[config.mk]
export PLATFORM = sky130hd
export DESIGN_NAME = swd_device_flat
export DESIGN_NICKNAME = d
export VERILOG_FILES = /design/src/inc/swd_pkg.sv /design/src/inc/swd_link_if.sv /design/src/verilog/swd_device.sv /design/src/flat_wrapper.sv
export SDC_FILE = /design/constraint.sdc
export NUM_CORES = 1
export LEC_CHECK = 0
export BUFFER_PORTS_ARGS = -buffer_cell sky130_fd_sc_hd__buf_2
export CORE_MARGIN = 2
export CORE_UTILIZATION = 45
export DETAILED_ROUTE_END_ITERATION = 7
export GPL_TIMING_DRIVEN = 1
export PLACE_DENSITY_LB_ADDON = 0.2
export SLEW_MARGIN = 20
export SYNTH_ARGS = -nofsm -noshare
export SYNTH_HDL_FRONTEND = slang
export SYNTH_SLANG_ARGS = --single-unit
[constraint.sdc]
create_clock -name clk_sys -period 2.8 [get_ports clk_sys]
set_input_delay 0.56 -clock clk_sys [delete_from_list [all_inputs] [get_ports clk_sys]]
set_output_delay 0.56 -clock clk_sys [all_outputs]
set_load 0.02 [all_outputs]
[src/inc/swd_pkg.sv]
// Shared constants and types for the supervisor watchdog and its host
package swd_pkg;
   // Clock rate
   localparam int CLK_MHZ = 25;

   // Battery supply lockout thresholds in millivolts, with hysteresis
   localparam logic [15:0] UV_ON_MV = 16'h1838;
   localparam logic [15:0] UV_OFF_MV = 16'h1900;
   localparam logic [15:0] OV_ON_MV = 16'h4E20;
   localparam logic [15:0] OV_OFF_MV = 16'h4C2C;

   // Host supply reset thresholds in millivolts
   localparam logic [15:0] HOST_LO_MV = 16'h1068;
   localparam logic [15:0] HOST_HI_MV = 16'h10CC;

   // Watchdog timeout: base plus step per unit of setting
   localparam int WD_BASE_US = 1000;
   localparam int WD_STEP_US = 20000;
   localparam int WD_BASE_CYC = WD_BASE_US * CLK_MHZ;
   localparam int WD_STEP_CYC = WD_STEP_US * CLK_MHZ;
   localparam int WD_CNT_W = 26;
   localparam int WD_SET_W = 6;

   // Reset pulse after a watchdog timeout
   localparam int RST_PULSE_US = 20;
   localparam int RST_PULSE_CYC = RST_PULSE_US * CLK_MHZ;
   localparam int PULSE_CNT_W = 10;

   // Host timing
   localparam int SETTLE_MS = 20;
   localparam int SETTLE_CYC = SETTLE_MS * 1000 * CLK_MHZ;
   localparam int KICK_PERIOD_US = 500;
   localparam int KICK_PERIOD_CYC = KICK_PERIOD_US * CLK_MHZ;
   localparam int HOST_CNT_W = 24;

   // Reset values
   localparam logic LOCK_RST = 1'b1;
   localparam logic SLEEP_N_RST = 1'b1;
   localparam logic [3:0] GATE_OFF = 4'h0;

   // Watchdog states
   typedef enum logic [1:0] {
      WD_RUN = 2'b00,
      WD_PULSE = 2'b01,
      WD_LOCK = 2'b10
   } swd_wd_type;
endpackage

[src/inc/swd_link_if.sv]
// Link between supervisor device and host controller
`timescale 1ns/10ps
interface swd_link_if;
   logic kick;
   logic sleepRequestN;
   logic speedLevel;
   logic directionLevel;
   logic resetDrive;
   logic resetOe;
   logic resetLine;

   // Open-drain reset with pull-up
   assign resetLine = resetOe ? resetDrive : 1'b1;

   modport dev (
      input kick,
      input sleepRequestN,
      input speedLevel,
      input directionLevel,
      input resetLine,
      output resetDrive,
      output resetOe
   );

   modport host (
      output kick,
      output sleepRequestN,
      output speedLevel,
      output directionLevel,
      input resetLine
   );
endinterface

[src/verilog/swd_device.sv]
// Supervisor device: supply lockouts, host reset, watchdog and standby
`timescale 1ns/10ps
module swd_device #(
   parameter int WdBaseCyc = swd_pkg::WD_BASE_CYC,
   parameter int WdStepCyc = swd_pkg::WD_STEP_CYC
) (
   // Clock and reset
   input wire logic clk_sys,
   input wire logic nrst,
   // Link to host
   swd_link_if.dev link,
   // Supply measurements in millivolts
   input wire logic [15:0] vbatMv,
   input wire logic [15:0] vhostMv,
   // Watchdog timing
   input wire logic [swd_pkg::WD_SET_W-1:0] timeoutSetting,
   input wire logic timeoutCapGrounded,
   // Gate commands from drive logic
   input wire logic [3:0] gateCmd,
   // Gate and pump outputs
   output logic [3:0] gateOut,
   output logic chargePumpRun,
   // Status
   output logic disableState,
   output logic lowSupplyLockout,
   output logic highSupplyLockout,
   output logic hostResetHold,
   output logic wdTimeout,
   output logic standbyActive,
   // Synchronised host levels
   output logic speedLevel,
   output logic directionLevel
);
   localparam int CntW = swd_pkg::WD_CNT_W;
   localparam int PulseW = swd_pkg::PULSE_CNT_W;
   localparam logic [PulseW-1:0] PulseLast = PulseW'(swd_pkg::RST_PULSE_CYC - 1);

   logic kickMeta_r;
   logic kickSync_r;
   logic kickPrev_r;
   logic sleepMeta_r;
   logic sleepSync_r;
   logic capMeta_r;
   logic capSync_r;
   logic speedMeta_r;
   logic speedSync_r;
   logic dirMeta_r;
   logic dirSync_r;
   logic lowLock_r;
   logic highLock_r;
   logic hostHold_r;
   swd_pkg::swd_wd_type wdState_r;
   logic [CntW-1:0] wdCount_r;
   logic [PulseW-1:0] pulseCount_r;
   logic [CntW-1:0] wdLimit;
   logic kickEdge;
   logic disableNow;

   // Pin synchronisers
   always_ff @(posedge clk_sys or negedge nrst) begin
      if (!nrst) begin
         kickMeta_r <= 1'b0;
         kickSync_r <= 1'b0;
         kickPrev_r <= 1'b0;
         sleepMeta_r <= swd_pkg::SLEEP_N_RST;
         sleepSync_r <= swd_pkg::SLEEP_N_RST;
         capMeta_r <= 1'b0;
         capSync_r <= 1'b0;
         speedMeta_r <= 1'b0;
         speedSync_r <= 1'b0;
         dirMeta_r <= 1'b0;
         dirSync_r <= 1'b0;
      end else begin
         kickMeta_r <= link.kick;
         kickSync_r <= kickMeta_r;
         kickPrev_r <= kickSync_r;
         sleepMeta_r <= link.sleepRequestN;
         sleepSync_r <= sleepMeta_r;
         capMeta_r <= timeoutCapGrounded;
         capSync_r <= capMeta_r;
         speedMeta_r <= link.speedLevel;
         speedSync_r <= speedMeta_r;
         dirMeta_r <= link.directionLevel;
         dirSync_r <= dirMeta_r;
      end
   end

   // Either edge of the kick line counts as a kick
   assign kickEdge = kickSync_r ^ kickPrev_r;

   // Timeout limit in cycles
   assign wdLimit = CntW'(WdBaseCyc + WdStepCyc * int'(timeoutSetting));

   // Battery lockouts with hysteresis
   always_ff @(posedge clk_sys or negedge nrst) begin
      if (!nrst) begin
         lowLock_r <= swd_pkg::LOCK_RST;
         highLock_r <= swd_pkg::LOCK_RST;
      end else begin
         if (vbatMv < swd_pkg::UV_ON_MV) begin
            lowLock_r <= 1'b1;
         end else if (vbatMv > swd_pkg::UV_OFF_MV) begin
            lowLock_r <= 1'b0;
         end
         if (vbatMv > swd_pkg::OV_ON_MV) begin
            highLock_r <= 1'b1;
         end else if (vbatMv < swd_pkg::OV_OFF_MV) begin
            highLock_r <= 1'b0;
         end
      end
   end

   // Host supply supervisor, active in every mode
   always_ff @(posedge clk_sys or negedge nrst) begin
      if (!nrst) begin
         hostHold_r <= swd_pkg::LOCK_RST;
      end else if (vhostMv < swd_pkg::HOST_LO_MV) begin
         hostHold_r <= 1'b1;
      end else if (vhostMv > swd_pkg::HOST_HI_MV) begin
         hostHold_r <= 1'b0;
      end
   end

   // Watchdog, independent of standby
   always_ff @(posedge clk_sys or negedge nrst) begin
      if (!nrst) begin
         wdState_r <= swd_pkg::WD_RUN;
         wdCount_r <= '0;
         pulseCount_r <= '0;
      end else begin
         case (wdState_r)
            swd_pkg::WD_RUN: begin
               if (capSync_r || hostHold_r || kickEdge) begin
                  wdCount_r <= '0;
               end else if (wdCount_r >= wdLimit) begin
                  wdState_r <= swd_pkg::WD_PULSE;
                  wdCount_r <= '0;
                  pulseCount_r <= '0;
               end else begin
                  wdCount_r <= wdCount_r + 1'b1;
               end
            end
            swd_pkg::WD_PULSE: begin
               if (pulseCount_r == PulseLast) begin
                  wdState_r <= swd_pkg::WD_LOCK;
               end else begin
                  pulseCount_r <= pulseCount_r + 1'b1;
               end
            end
            swd_pkg::WD_LOCK: begin
               if (kickEdge || capSync_r) begin
                  wdState_r <= swd_pkg::WD_RUN;
                  wdCount_r <= '0;
               end
            end
            default: begin
               wdState_r <= swd_pkg::WD_RUN;
               wdCount_r <= '0;
               pulseCount_r <= '0;
            end
         endcase
      end
   end

   // Combined disable cause
   assign disableNow = lowLock_r || highLock_r || hostHold_r
      || (wdState_r != swd_pkg::WD_RUN);

   // Open-drain host reset: drive low only while asserted
   always_ff @(posedge clk_sys or negedge nrst) begin
      if (!nrst) begin
         link.resetDrive <= 1'b0;
         link.resetOe <= 1'b1;
      end else begin
         link.resetDrive <= 1'b0;
         link.resetOe <= hostHold_r || (wdState_r == swd_pkg::WD_PULSE);
      end
   end

   // Gate drivers and charge pump
   always_ff @(posedge clk_sys or negedge nrst) begin
      if (!nrst) begin
         gateOut <= swd_pkg::GATE_OFF;
         chargePumpRun <= 1'b0;
      end else begin
         if (disableNow || !sleepSync_r) begin
            gateOut <= swd_pkg::GATE_OFF;
         end else begin
            gateOut <= gateCmd;
         end
         chargePumpRun <= sleepSync_r;
      end
   end

   // Status outputs
   always_ff @(posedge clk_sys or negedge nrst) begin
      if (!nrst) begin
         disableState <= 1'b1;
         lowSupplyLockout <= swd_pkg::LOCK_RST;
         highSupplyLockout <= swd_pkg::LOCK_RST;
         hostResetHold <= swd_pkg::LOCK_RST;
         wdTimeout <= 1'b0;
         standbyActive <= 1'b0;
         speedLevel <= 1'b0;
         directionLevel <= 1'b0;
      end else begin
         disableState <= disableNow;
         lowSupplyLockout <= lowLock_r;
         highSupplyLockout <= highLock_r;
         hostResetHold <= hostHold_r;
         wdTimeout <= (wdState_r != swd_pkg::WD_RUN);
         standbyActive <= !sleepSync_r;
         speedLevel <= speedSync_r;
         directionLevel <= dirSync_r;
      end
   end
endmodule

[src/flat_wrapper.sv]
// flat-port wrapper written by rule: the top's interface ports become plain ports
module swd_device_flat 
#(
   parameter int WdBaseCyc = swd_pkg::WD_BASE_CYC,
   parameter int WdStepCyc = swd_pkg::WD_STEP_CYC
)
  (clk_sys, nrst, vbatMv, vhostMv, timeoutSetting, timeoutCapGrounded, gateCmd, gateOut, chargePumpRun, disableState, lowSupplyLockout, highSupplyLockout, hostResetHold, wdTimeout, standbyActive, speedLevel, directionLevel, link_kick, link_sleepRequestN, link_speedLevel, link_directionLevel, link_resetDrive, link_resetOe);
  swd_link_if link_i ();
  input wire logic clk_sys;
  input wire logic nrst;
  input wire logic [15:0] vbatMv;
  input wire logic [15:0] vhostMv;
  input wire logic [swd_pkg::WD_SET_W-1:0] timeoutSetting;
  input wire logic timeoutCapGrounded;
  input wire logic [3:0] gateCmd;
  output logic [3:0] gateOut;
  output logic chargePumpRun;
  output logic disableState;
  output logic lowSupplyLockout;
  output logic highSupplyLockout;
  output logic hostResetHold;
  output logic wdTimeout;
  output logic standbyActive;
  output logic speedLevel;
  output logic directionLevel;
  input wire logic [$bits(link_i.kick)-1:0] link_kick;
  input wire logic [$bits(link_i.sleepRequestN)-1:0] link_sleepRequestN;
  input wire logic [$bits(link_i.speedLevel)-1:0] link_speedLevel;
  input wire logic [$bits(link_i.directionLevel)-1:0] link_directionLevel;
  output wire logic [$bits(link_i.resetDrive)-1:0] link_resetDrive;
  output wire logic [$bits(link_i.resetOe)-1:0] link_resetOe;
  assign link_i.kick = link_kick;
  assign link_i.sleepRequestN = link_sleepRequestN;
  assign link_i.speedLevel = link_speedLevel;
  assign link_i.directionLevel = link_directionLevel;
  assign link_resetDrive = link_i.resetDrive;
  assign link_resetOe = link_i.resetOe;
  swd_device #(.WdBaseCyc(WdBaseCyc), .WdStepCyc(WdStepCyc)) u_core (.clk_sys(clk_sys), .nrst(nrst), .link(link_i), .vbatMv(vbatMv), .vhostMv(vhostMv), .timeoutSetting(timeoutSetting), .timeoutCapGrounded(timeoutCapGrounded), .gateCmd(gateCmd), .gateOut(gateOut), .chargePumpRun(chargePumpRun), .disableState(disableState), .lowSupplyLockout(lowSupplyLockout), .highSupplyLockout(highSupplyLockout), .hostResetHold(hostResetHold), .wdTimeout(wdTimeout), .standbyActive(standbyActive), .speedLevel(speedLevel), .directionLevel(directionLevel));
endmodule
==> summary.txt <==
Synth
  – Synthesized area: 5136 um^2
  – Sequential share of the synthesized area: 32.40%
  – EDFF count, synth: 0
  – Syn Inst Count: 550
  – Main flop type after synthesis: dfrtp_1
  – Fraction of registers with async set or reset after synthesis: 100.0%
  – Mean Syn Cell Area: 9.339 um^2
  – Yosys warnings: 0
  – Yosys reg bits: 66
  – Syn_nets: 669
  – Count of cell types in the netlist: 69

STA
  – Fin crit share: 187.8%
  – Slew @ Worst Pin: 816.8 ps
  – Hold Vio Cnt, Final: 0
  – Peak Freq: 190.2 MHz
  – Final Skew: 5.707 ps
  – Final min period: 5257 ps
  – Final setup vio count: 37
  – Final Worst Setup Slack: -2457 ps
  – Slew margin rel.: 45.55%
  – Final hold slack: 322.8 ps
  – RSZ-0062 raised after global routing: true
  – Slew Viols, Final: 0

Run status
  – Status: finished with violations
  – Failing checks: negative setup slack

Routing
  – DRT Pass-1 Iters: 7
  – 1st-iter DRT viols: 297
  – DRT antenna net count: 0
  – Post-Route WL: 12.60 mm
  – Residual DRC: 0
  – Via count: 4669
  – Average routed wire per standard cell: 14.84 um
  – Routed vias/inst: 5.499

Flow run
  – Maxcap violations: 0

Critical path
  – Slowest cell delay on critical path: 590 ps
  – Critical-path cell list: buf_8 -> ha_4 -> inv_2 -> fa_1 -> fa_1 -> inv_2 -> ha_4 -> a211o_1 -> o22ai_2 -> a21o_1 -> xnor2_2 -> nand4_2 -> nor3_4 -> or3b_4 -> ha_4 -> nand4_1 -> buf_4 -> o211ai_1 -> a211oi_2 -> buf_12 -> and3_1 -> a221o_1
  – CP Max Fanout: 22
  – Startpoint Class: primary input
  – Largest delay contributor family on the critical path: adder cells
  – Most frequent CP cell: ha_4
  – Buf+Inv Stages, Crit Path: 5
  – Required @ worst endpoint: 3010 ps
  – Slowest cell on crit path: fa_1
  – Kind of critical path: primary input to flop
  – Critical path endpoint category: flop
  – Arr. time, crit path: 5470 ps

Floorplanning
  – Core area: 11270 um^2
  – Die height: 110.8 um
  – Number of I/O pins: 64
  – Initial core utilization: 45.57%
  – Row Count: 39
  – Die X: 110.8 um
  – Die area: 12280 um^2

Clock tree
  – Clk sink count: 66
  – Num CTS Buffers: 9
  – CTS tree: yes
  – CTS max path bufs: 2
  – Clock latency on the worst-skew pair: 330 ps
  – Clock slew at reported path FFs: 60 ps
  – Clock Root Buffer: clkbuf_16
  – Post-CTS Hold Buffers: 0
  – H-tree levels: 3

Finish
  – Area growth syn-to-layout: 36.30%
  – Commonest non-fill, non-tap cells in the layout: buf_4 (86), buf_2 (57), dfrtp_1 (56)
  – Layout cell share with drive strength beyond 1: 35.55%
  – Number of antenna diodes: 0
  – Layout net count: 820
  – Final Cell Area: 7000 um^2
  – Commonest non-fill, non-tap cell in the layout: buf_4

Power and ir drop
  – Combinational Power Share: 48.1%
  – Clock power share: 27.6%
  – Psw: 0.001410 W
  – Sequential share of power: 24.3%
  – VDD IR max: 0.5198 mV
  – Pwr/cell area: 581.4 nW/um^2
  – Static Leakage: 3.388 nW
  – Net Sw Frac: 34.64%
  – Power Internal: 0.002660 W

Placed design
  – DP Area: 6309 um^2
  – Post-DP HPWL: 9.612 mm
  – Placer Congestion: 0.8081
  – Number of I/O port buffers: 62

Global routing
  – Total gr overflow: 0
  – GRT Total Usage: 21.00%
  – Largest net degree at the start of global routing: 67
  – First-pass GRT wire length: 21.41 mm
  – Via count of the first global-routing pass: 4595
  – Initial antenna violation count: 0

Worst hold path
  – Hold/Removal Path Class: primary input to flop
## power by group through the flow
stage                     Combinational, W  Clock [W]  Sequential [W]
after detailed placement           0.00165          0         0.00101
after floorplan                    0.00102          0         0.00102
after global placement             0.00159          0         0.00101
after global routing               0.00213    0.00120        0.000993
after CTS                          0.00178    0.00115        0.000990
final                              0.00196    0.00112        0.000991
## state kept, by name, summed over array words and instances (netlist names), 2 cells and up
register and cells:
u_core.wdCount_r 26, u_core.pulseCount_r 10, u_core.gateOut 4, u_core.wdState_r 2
## final timing paths
| path | from | endpoint | slack [ps] | cells after the start |
|---|---|---|---|---|
| worst max-delay path | timeoutSetting[4] | u_core.wdCount_r[12] | -2460 | 22 |
| worst min-delay path | link_sleepRequestN | u_core.sleepMeta_r | 320 | 1 |
| worst max register to register | u_core.pulseCount_r[0] | u_core.pulseCount_r[0] | 120 | 7 |
| worst min register to register | u_core.capMeta_r | u_core.capSync_r | 350 | 0 |
| max in group asynchronous | nrst | u_core.gateOut[3] | 1870 | 2 |
| min in group asynchronous | nrst | u_core.wdCount_r[22] | 410 | 2 |
## final cells by class
type	instances	area, um^2
Inverter	41	153.9
Fill cell	939	4272
Multi-Input combinational cell	430	3640
Clock inverter	7	78.83
Clock buffer	9	225.2
Tap cell	143	178.9
Timing Repair Buffer	153	1060
Sequential cell	66	1664
## layer usage
layer / track usage, % / vias up / wire length [um]
met5: 0 / - / 0
met4: 5.833 / 0 / 182
met3: 4.155 / 18 / 330
met2: 35.17 / 74 / 6183
met1: 27.80 / 2262 / 5902
li1: - / 2315 / -
## through the flow
| stage | cells | util, % | setup slack (ps) | total power (W) | TNS [ps] |
|---|---|---|---|---|---|
| finish | 849 | 62.10 | -2457 | 0.004070 | -86390 |
| global route | 849 | 62.10 | -2641 | 0.004318 | -92890 |
| CTS | 842 | 60.25 | -2389 | 0.003920 | -84410 |
| detailed placement | 823 | 55.97 | -2865 | 0.002658 | -101100 |
| global placement | 823 | 55.97 | -2736 | 0.002599 | -98040 |
| floorplan | 550 | - | -2461 | 0.002039 | -86700 |
## repair_timing
item                                    4_1_cts  5_1_grt
buffers inserted                              3        7
resized for setup                            33       30
endpoints found under the setup margin       37       37
pin swaps                                     4       10
## cell families (layout without fill, tap and decap cells)
logic type                 Yosys count  after routing  synth area share (%)
other                                1              1               0.07301
buffers and inverters               54            210                 4.263
DFF                                 66             66                 32.40
AOI/OAI and AO/OA                  119            119                 17.05
and+or+nand+nor                    196            196                 20.07
adders and majority gates           71             71                 18.71
xor gates and xnor gates            40             40                 6.821
muxes                                3              3                0.6090
## synthesized netlist by cell type, types with 3 or more instances
cell | count | area [um^2]
a2111oi_0 | 3 | 26.28
a211o_1 | 5 | 43.79
a211oi_1 | 3 | 22.52
a211oi_2 | 3 | 37.54
a21o_1 | 14 | 105.1
a21oi_1 | 25 | 125.1
a221o_1 | 3 | 30.03
a31oi_1 | 3 | 18.77
and2_1 | 5 | 31.28
and3_1 | 20 | 125.1
buf_2 | 7 | 35.03
clkbuf_1 | 4 | 15.01
dfrtp_1 | 56 | 1401
dfstp_2 | 10 | 262.8
fa_1 | 10 | 200.2
ha_1 | 60 | 750.7
inv_1 | 41 | 153.9
nand2_1 | 38 | 142.6
nand2b_1 | 8 | 50.05
nand3_1 | 26 | 130.1
nand4_1 | 10 | 62.56
nor2_1 | 37 | 138.9
nor2b_1 | 7 | 43.79
nor3_1 | 14 | 70.07
nor4_1 | 9 | 56.30
o211ai_1 | 7 | 52.55
o21ai_0 | 16 | 80.08
o221ai_1 | 3 | 26.28
o22a_1 | 3 | 26.28
o22ai_1 | 3 | 18.77
o311ai_0 | 6 | 52.55
o31ai_1 | 4 | 30.03
or2_2 | 4 | 25.02
xnor2_1 | 21 | 183.9
xor2_1 | 19 | 166.4
No activity file was read; power rests on OpenSTA's default activity.
